`config.mk`:
```
export PLATFORM = sky130hd
export DESIGN_NAME = sgc_switch_global_config_regs
export DESIGN_NICKNAME = d
export VERILOG_FILES = /design/src/sgc_pkg.sv /design/src/sgc_switch_global_config_regs.sv
export SDC_FILE = /design/constraint.sdc
export NUM_CORES = 1
export LEC_CHECK = 0
export BUFFER_PORTS_ARGS = -buffer_cell sky130_fd_sc_hd__buf_2
export CELL_PAD_IN_SITES_DETAIL_PLACEMENT = 0
export CELL_PAD_IN_SITES_GLOBAL_PLACEMENT = 1
export CORE_UTILIZATION = 25
export DETAILED_ROUTE_END_ITERATION = 10
export PLACE_DENSITY = 0.47
export RECOVER_POWER = 25
export SLEW_MARGIN = 20
export SYNTH_ARGS = -nofsm -noshare
export SYNTH_HDL_FRONTEND = slang
export SYNTH_SLANG_ARGS = --single-unit
```
`constraint.sdc`:
```
create_clock -name core_clk -period 5.8 [get_ports core_clk]
set_input_delay 0.58 -clock core_clk [delete_from_list [all_inputs] [get_ports core_clk]]
set_output_delay 0.58 -clock core_clk [all_outputs]
set_load 0.02 [all_outputs]
```
`src/sgc_pkg.sv`:
```
package sgc_pkg;
   localparam int HOST_ADDR_WIDTH = 8;
   localparam int WORD_WIDTH = 16;
   localparam int NUM_TAG_CODES = 8;
   localparam int PORT_COUNT = 3;

   // Register offsets
   localparam logic [7:0] TAG_PRIORITY_MAP_OFFSET = 8'h0c;
   localparam logic [7:0] SWITCH_MISC_CONTROL_OFFSET = 8'h0e;
   localparam logic [7:0] PAUSE_SOURCE_ADDR_HIGH_OFFSET = 8'h10;
   localparam logic [7:0] PAUSE_SOURCE_ADDR_MID_OFFSET = 8'h12;
   localparam logic [7:0] PAUSE_SOURCE_ADDR_LOW_OFFSET = 8'h14;
   localparam logic [7:0] WAKE_PATTERN2_MASK_WORD3_OFFSET = 8'h5a;

   // Field positions in the misc control word
   localparam int LED_MODE_LSB = 8;
   localparam int UNKNOWN_FWD_ENABLE_BIT = 7;
   localparam int DRIVE_STRENGTH_LSB = 5;
   localparam int UNKNOWN_PORTS_LSB = 0;

   // Values after reset, strap drive codes and the flood port set
   localparam logic [15:0] TAG_PRIORITY_MAP_RESET = 16'hfa50;
   localparam logic [15:0] SWITCH_MISC_CONTROL_RESET = 16'h0827;
   localparam logic [15:0] PAUSE_SOURCE_ADDR_LOW_RESET = 16'hffff;
   localparam logic [15:0] WAKE_MASK_WORD3_RESET = 16'h0000;
   localparam logic [1:0] DRIVE_CODE_SUPPLY_HIGH = 2'h1;
   localparam logic [1:0] DRIVE_CODE_SUPPLY_LOW = 2'h2;
   localparam logic [2:0] ALL_PORTS = 3'h7;

   // Wake-up byte window covered by mask word 3 (zero-based byte index)
   localparam logic [6:0] WAKE_WINDOW_FIRST = 7'h30;
   localparam logic [6:0] WAKE_WINDOW_LAST = 7'h3f;
   localparam logic [31:0] CRC_POLY_REFLECTED = 32'hedb8_8320;
   localparam logic [31:0] CRC_INIT = 32'hffff_ffff;

   // Strap capture delay after reset release
   localparam logic [1:0] STRAP_CAPTURE_CYCLES = 2'h2;

   typedef struct packed {
      logic chipSelect;
      logic writeStrobe;
      logic readStrobe;
      logic [7:0] address;
      logic [1:0] byteEnable;
      logic [15:0] writeData;
   } sgc_host_req_type;

   typedef struct packed {
      logic frameStart;
      logic byteValid;
      logic frameEnd;
      logic [7:0] data;
   } sgc_wake_byte_type;
endpackage

```
`src/sgc_switch_global_config_regs.sv`:
```
`timescale 1ns/1ns
module sgc_switch_global_config_regs #(
   parameter logic [15:0] ADDR_HIGH_RESET = 16'h0200,
   parameter logic [15:0] ADDR_MID_RESET = 16'h0000
) (
   input wire logic core_clk,
   input wire logic sys_rst,
   input wire sgc_pkg::sgc_host_req_type hostReq,
   output logic [15:0] hostReadData,
   output logic hostReadValid,
   input wire logic supplyIs1v8Pin,
   input wire logic tagValid,
   input wire logic [2:0] tagCode,
   output logic [1:0] framePriority,
   output logic framePriorityValid,
   input wire logic lookupMissValid,
   output logic [2:0] unknownDestPorts,
   output logic unknownDestValid,
   output logic [1:0] padDriveCode,
   output logic [1:0] ledMode,
   output logic [47:0] pauseStationAddress,
   input wire sgc_pkg::sgc_wake_byte_type wakeByte,
   input wire logic [31:0] wakeExpectedCrc,
   output logic wakeMatch,
   output logic wakeDone
);
   import sgc_pkg::*;

   // ADDR_HIGH_RESET and ADDR_MID_RESET defaults are arbitrary values

   logic [15:0] tagMap_reg, tagMap_next;
   logic [15:0] miscCtrl_reg, miscCtrl_next;
   logic [15:0] addrHigh_reg, addrHigh_next;
   logic [15:0] addrMid_reg, addrMid_next;
   logic [15:0] addrLow_reg, addrLow_next;
   logic [15:0] wakeMask_reg, wakeMask_next;
   logic [15:0] readData_reg, readData_next;
   logic readValid_reg, readValid_next;
   logic supplySync1_reg, supplySync2_reg;
   logic [1:0] strapCount_reg, strapCount_next;
   logic strapDone_reg, strapDone_next;
   logic driveWritten_reg, driveWritten_next;
   logic [1:0] prio_reg, prio_next;
   logic prioValid_reg, prioValid_next;
   logic [2:0] fwdPorts_reg, fwdPorts_next;
   logic fwdValid_reg, fwdValid_next;
   logic [31:0] crc_reg, crc_next;
   logic [6:0] byteIndex_reg, byteIndex_next;
   logic match_reg, match_next;
   logic done_reg, done_next;
   logic hostWrite;
   logic hostRead;

   function automatic logic [15:0] mergeBytes(input logic [15:0] oldWord,
         input logic [15:0] newWord, input logic [1:0] enables);
      logic [15:0] merged;
      merged = oldWord;
      if (enables[0]) begin
         merged[7:0] = newWord[7:0];
      end
      if (enables[1]) begin
         merged[15:8] = newWord[15:8];
      end
      return merged;
   endfunction

   function automatic logic [31:0] crcByte(input logic [31:0] crcIn, input logic [7:0] data);
      logic [31:0] crc;
      crc = crcIn;
      for (int i = 0; i < 8; i++) begin
         if (crc[0] ^ data[i]) begin
            crc = (crc >> 1) ^ CRC_POLY_REFLECTED;
         end else begin
            crc = crc >> 1;
         end
      end
      return crc;
   endfunction

   assign hostWrite = hostReq.chipSelect && hostReq.writeStrobe;
   assign hostRead = hostReq.chipSelect && hostReq.readStrobe;

   // Strap synchroniser
   always_ff @(posedge core_clk or posedge sys_rst) begin
      if (sys_rst) begin
         supplySync1_reg <= 1'b0;
         supplySync2_reg <= 1'b0;
      end else begin
         supplySync1_reg <= supplyIs1v8Pin;
         supplySync2_reg <= supplySync1_reg;
      end
   end

   // Register file write and read-back
   always_comb begin
      tagMap_next = tagMap_reg;
      miscCtrl_next = miscCtrl_reg;
      addrHigh_next = addrHigh_reg;
      addrMid_next = addrMid_reg;
      addrLow_next = addrLow_reg;
      wakeMask_next = wakeMask_reg;
      driveWritten_next = driveWritten_reg;
      strapCount_next = strapCount_reg;
      strapDone_next = strapDone_reg;
      readData_next = readData_reg;
      readValid_next = hostRead;
      if (!strapDone_reg) begin
         if (strapCount_reg == STRAP_CAPTURE_CYCLES) begin
            strapDone_next = 1'b1;
            if (!driveWritten_reg) begin
               miscCtrl_next[DRIVE_STRENGTH_LSB +: 2] = supplySync2_reg ?
                  DRIVE_CODE_SUPPLY_LOW : DRIVE_CODE_SUPPLY_HIGH;
            end
         end else begin
            strapCount_next = strapCount_reg + 2'h1;
         end
      end
      if (hostWrite) begin
         case (hostReq.address)
            TAG_PRIORITY_MAP_OFFSET: begin
               tagMap_next = mergeBytes(tagMap_reg, hostReq.writeData,
                  hostReq.byteEnable);
            end
            SWITCH_MISC_CONTROL_OFFSET: begin
               miscCtrl_next = mergeBytes(miscCtrl_next, hostReq.writeData,
                  hostReq.byteEnable);
               if (hostReq.byteEnable[0]) begin
                  driveWritten_next = 1'b1;
               end
            end
            PAUSE_SOURCE_ADDR_HIGH_OFFSET: begin
               addrHigh_next = mergeBytes(addrHigh_reg, hostReq.writeData, hostReq.byteEnable);
            end
            PAUSE_SOURCE_ADDR_MID_OFFSET: begin
               addrMid_next = mergeBytes(addrMid_reg, hostReq.writeData, hostReq.byteEnable);
            end
            PAUSE_SOURCE_ADDR_LOW_OFFSET: begin
               addrLow_next = mergeBytes(addrLow_reg, hostReq.writeData, hostReq.byteEnable);
            end
            WAKE_PATTERN2_MASK_WORD3_OFFSET: begin
               wakeMask_next = mergeBytes(wakeMask_reg, hostReq.writeData, hostReq.byteEnable);
            end
            default: begin
            end
         endcase
      end
      if (hostRead) begin
         case (hostReq.address)
            TAG_PRIORITY_MAP_OFFSET: readData_next = tagMap_reg;
            SWITCH_MISC_CONTROL_OFFSET: readData_next = miscCtrl_reg;
            PAUSE_SOURCE_ADDR_HIGH_OFFSET: readData_next = addrHigh_reg;
            PAUSE_SOURCE_ADDR_MID_OFFSET: readData_next = addrMid_reg;
            PAUSE_SOURCE_ADDR_LOW_OFFSET: readData_next = addrLow_reg;
            WAKE_PATTERN2_MASK_WORD3_OFFSET: readData_next = wakeMask_reg;
            default: readData_next = 16'h0000;
         endcase
      end
   end

   always_ff @(posedge core_clk or posedge sys_rst) begin
      if (sys_rst) begin
         tagMap_reg <= TAG_PRIORITY_MAP_RESET;
         miscCtrl_reg <= SWITCH_MISC_CONTROL_RESET;
         addrHigh_reg <= ADDR_HIGH_RESET;
         addrMid_reg <= ADDR_MID_RESET;
         addrLow_reg <= PAUSE_SOURCE_ADDR_LOW_RESET;
         wakeMask_reg <= WAKE_MASK_WORD3_RESET;
         driveWritten_reg <= 1'b0;
         strapCount_reg <= 2'h0;
         strapDone_reg <= 1'b0;
         readData_reg <= 16'h0000;
         readValid_reg <= 1'b0;
      end else begin
         tagMap_reg <= tagMap_next;
         miscCtrl_reg <= miscCtrl_next;
         addrHigh_reg <= addrHigh_next;
         addrMid_reg <= addrMid_next;
         addrLow_reg <= addrLow_next;
         wakeMask_reg <= wakeMask_next;
         driveWritten_reg <= driveWritten_next;
         strapCount_reg <= strapCount_next;
         strapDone_reg <= strapDone_next;
         readData_reg <= readData_next;
         readValid_reg <= readValid_next;
      end
   end

   // Priority lookup and unknown-destination forwarding
   always_comb begin
      prioValid_next = tagValid;
      prio_next = tagValid ? tagMap_reg[{tagCode, 1'b0} +: 2] : prio_reg;
      fwdValid_next = lookupMissValid;
      fwdPorts_next = fwdPorts_reg;
      if (lookupMissValid) begin
         fwdPorts_next = miscCtrl_reg[UNKNOWN_FWD_ENABLE_BIT] ?
            miscCtrl_reg[UNKNOWN_PORTS_LSB +: PORT_COUNT] : ALL_PORTS;
      end
   end

   always_ff @(posedge core_clk or posedge sys_rst) begin
      if (sys_rst) begin
         prio_reg <= 2'h0;
         prioValid_reg <= 1'b0;
         fwdPorts_reg <= 3'h0;
         fwdValid_reg <= 1'b0;
      end else begin
         prio_reg <= prio_next;
         prioValid_reg <= prioValid_next;
         fwdPorts_reg <= fwdPorts_next;
         fwdValid_reg <= fwdValid_next;
      end
   end

   // Wake-up pattern CRC over masked bytes
   always_comb begin
      crc_next = crc_reg;
      byteIndex_next = byteIndex_reg;
      match_next = 1'b0;
      done_next = 1'b0;
      if (wakeByte.frameStart) begin
         crc_next = CRC_INIT;
         byteIndex_next = 7'h00;
      end else if (wakeByte.byteValid) begin
         if (byteIndex_reg >= WAKE_WINDOW_FIRST && byteIndex_reg <= WAKE_WINDOW_LAST &&
               wakeMask_reg[byteIndex_reg[3:0]]) begin
            crc_next = crcByte(crc_reg, wakeByte.data);
         end
         if (byteIndex_reg != 7'h7f) begin
            byteIndex_next = byteIndex_reg + 7'h01;
         end
      end
      if (wakeByte.frameEnd && !wakeByte.frameStart) begin
         done_next = 1'b1;
         match_next = ~crc_next == wakeExpectedCrc;
      end
   end

   always_ff @(posedge core_clk or posedge sys_rst) begin
      if (sys_rst) begin
         crc_reg <= CRC_INIT;
         byteIndex_reg <= 7'h00;
         match_reg <= 1'b0;
         done_reg <= 1'b0;
      end else begin
         crc_reg <= crc_next;
         byteIndex_reg <= byteIndex_next;
         match_reg <= match_next;
         done_reg <= done_next;
      end
   end

   assign hostReadData = readData_reg;
   assign hostReadValid = readValid_reg;
   assign framePriority = prio_reg;
   assign framePriorityValid = prioValid_reg;
   assign unknownDestPorts = fwdPorts_reg;
   assign unknownDestValid = fwdValid_reg;
   assign padDriveCode = miscCtrl_reg[DRIVE_STRENGTH_LSB +: 2];
   assign ledMode = miscCtrl_reg[LED_MODE_LSB +: 2];
   assign pauseStationAddress = {addrHigh_reg, addrMid_reg, addrLow_reg};
   assign wakeMatch = match_reg;
   assign wakeDone = done_reg;
endmodule

```
==> impl_metrics.csv <==
group,metric,value,unit
timing,fmax,0.2567,GHz
clock_tree,cts_sinks,167,
timing,rsz0062_at_grt,"no",
floorplan,io_pins,158,
routing,drc,0,
logic_synthesis,ys_ff_latch,167,
power,p_leak,4.917,nW
clock_tree,numCtsBuffers,17,
clock_tree,htree_num_levels,4,
setup_path,critical_path_buf_inv_count,1,
global_route,busiest_layer,"met2",
global_route,grt_util_met1,0.2023,
global_route,met2_usage,0.2513,
routing,viasPerCell,4.708,
timing,fin_ws,1905,ps
place,finalWeightedCongestion,0.7650,
floorplan,fp-row-count,68,
logic_synthesis,ys_seq_area_frac,0.4767,
clock_tree,root_buffer,"clkbuf_16",
timing,tns,0,ps
place,dpl.cell_count,1306,
floorplan,start_util,0.2560,
global_route,track_usage,0.1525,
run,max_cap_violations,2,
clock_tree,cts.clk_slew.worst_paths,70,ps
logic_synthesis,ys_warn_count,0,
setup_path,worstPathCellList,"mux4_2, o22ai_4, a211o_1, buf_4, mux2i_1, xor2_1, o21ai_0, or4_1, nor4_2",
outcome,failed_checks,"max-capacitance violations, max-slew violations",
timing,finalSetupViolations,0,
timing,finalHoldViolations,0,
global_route,grt_pass1_vias,6598,
routing,dr.pass1.iters,6,
global_route,grt_pass1_wl,41550,microns
global_route,grt-ovfl-total,0,
place,dpl.hpwl,20340,microns
timing,fin_crit,3895,ps
setup_path,critical_path.max_stage_delay,610,ps
worst_hold_path,hold_class,"primary input to flip-flop",
routing,ant_nets,0,
floorplan,coreArea,34880,sq um
logic_synthesis,ys.flop_type,"dfrtp_1",
setup_path,crit_type,"flip-flop to flip-flop",
logic_synthesis,syn_nets,800,
power,p_clk_frac,0.409,
layout,largest_reg_flops,32,
clock_tree,cts_resized,0,
routing,routedWlPerCell,20.11,microns
place,port_buffers,157,
layout,num_antenna_cells,0,
layout,syn_to_final_growth,20.36,%
timing,tightestPinTransition,3273,ps
floorplan,die_x,191.0,microns
outcome,status,"finished with violations",
logic_synthesis,synthCells,717,
setup_path,crit_fanout,29,
power,power_frac_comb,0.124,
global_route,grtUsageMet3,0.03396,
routing,wl,26910,microns
power,peakVddDrop,205.8,uV
logic_synthesis,syn_area_per_cell,12.45,sq um
layout,final_nets,953,
power,intPower,1.903,mW
clock_tree,cts_hold_buf,0,
setup_path,cp_top_family,"multiplexers",
routing,drtIter0Drc,300,
layout,fill_cells,3615,
clock_tree,post_cts_buffers,0,
clock_tree,clk_latency,420,ps
setup_path,cp_data_required_time,6130,ps
timing,min_period_over_period,0.6716,
routing,vias,6299,
logic_synthesis,async_flop_share,1.000,
layout,final_common_cell,"buf_2",
power,pwr-share-seq,0.467,
power,p_switching,0.7135,mW
logic_synthesis,synth_area,8930,sq um
floorplan,die_area,36480,sq um
setup_path,worstPathArrival,4230,ps
timing,slew_headroom,-1.194,
power,switching_share,0.2727,
logic_synthesis,synth_cell_types,69,
layout,stdcell_count,1338,
logic_synthesis,synth_enable_flop_cells,0,
clock_tree,tritoncts,"built",
layout,layout_common_cells,"buf_2 (154), dfrtp_1 (105), mux2_2 (98)",
timing,fin_skew,11.31,ps
floorplan,die_h,191.0,microns
global_route,antenna_found_initial,0,
layout,drive_above_1_share,0.4405,
setup_path,crit_slowest_cell,"or4_1",
timing,slew_violations,110,
place,place_ws,1911,ps
power,p_per_area,243.4,nW/um^2
clock_tree,cts_max_path_buffers,2,
setup_path,critPathCaptureType,"flip-flop",
global_route,grt_max_degree,71,
setup_path,crit_path_start_kind,"flip-flop",
==> layout make-up <==
type / instances / area [sq um] / share of cell area
multi-input cells: 496 / 4438 / 0.4129
flip-flops and latches: 167 / 4257 / 0.3960
repair buffers: 170 / 872.1 / 0.08114
well taps: 455 / 569.3 / 0.05297
clock buffers: 20 / 446.7 / 0.04156
clock inverters: 12 / 96.34 / 0.008964
inverters: 18 / 68.82 / 0.006403
==> cell families (layout without fill, tap and decap cells) <==
family	Yosys count	count (layout)	synth area share
fa+ha+maj	3	3	0.004204
mux	117	117	0.1548
flops	167	167	0.4767
compound gates	138	138	0.1220
buf+inv	54	220	0.02816
simple gates	159	159	0.08533
xor+xnor	79	79	0.1288
==> worst paths after layout <==
check                                  from          endpoint  slack [ps]  cells past startpoint
setup / recovery           byteIndex_reg[0]         wakeMatch        1900                      9
min in group asynchronous           sys_rst  hostReadData[15]        1100                      2
setup reg to reg           byteIndex_reg[0]         wakeMatch        1900                      9
hold reg to reg             supplySync1_reg   supplySync2_reg         350                      0
max in group asynchronous           sys_rst   hostReadData[6]        2850                      3
hold / removal               supplyIs1v8Pin   supplySync1_reg         270                      1
==> metrics by stage <==
step                      cell area (sq um)  power, mW  utilization  hold slack (ps)
after CTS                             10760      2.672       0.3085            242.4
after global routing                  10750      2.739       0.3081            239.6
final                                 10750      2.616       0.3081            266.8
after global placement                10220      1.578       0.2930            334.2
after detailed placement              10220      1.575       0.2930            335.8
after floorplan                        8930      1.443            -            331.2
==> Yosys cell counts, types with 7 or more instances <==
cell type    n  area share
dfrtp_1    105        0.29
mux2_2      98        0.12
dfstp_2     62        0.18
nor2_1      53       0.022
nand2_1     45       0.019
xnor2_1     28       0.027
clkbuf_1    22      0.0092
inv_1       18      0.0076
xnor3_1     18       0.045
a221oi_1    17       0.017
a31oi_1     17       0.012
a21oi_1     16      0.0090
a22o_1      16       0.016
a22oi_1     16       0.013
xor2_1      15       0.015
mux2i_1     11       0.012
xnor2_2      9       0.016
nand2b_1     8      0.0056
mux4_2       7       0.018
nand4_1      7      0.0049
o211ai_1     7      0.0059
o21ai_0      7      0.0039
or3_1        7      0.0049
xor3_1       7       0.019
==> power groups by stage <==
stage | clock [mW] | combinational (mW) | sequential, mW
after floorplan | 0 | 0.184 | 1.26
after global placement | 0 | 0.336 | 1.24
after detailed placement | 0 | 0.332 | 1.24
after CTS | 1.12 | 0.334 | 1.22
after global routing | 1.16 | 0.356 | 1.23
final | 1.07 | 0.325 | 1.22
==> metal layers <==
layer  part of all wire  routed length [microns]
met5                  0                        0
met4              0.011                      291
met3              0.048                     1280
met2               0.49                    13150
met1               0.45                    12190
(Power assumes the default switching activity.)
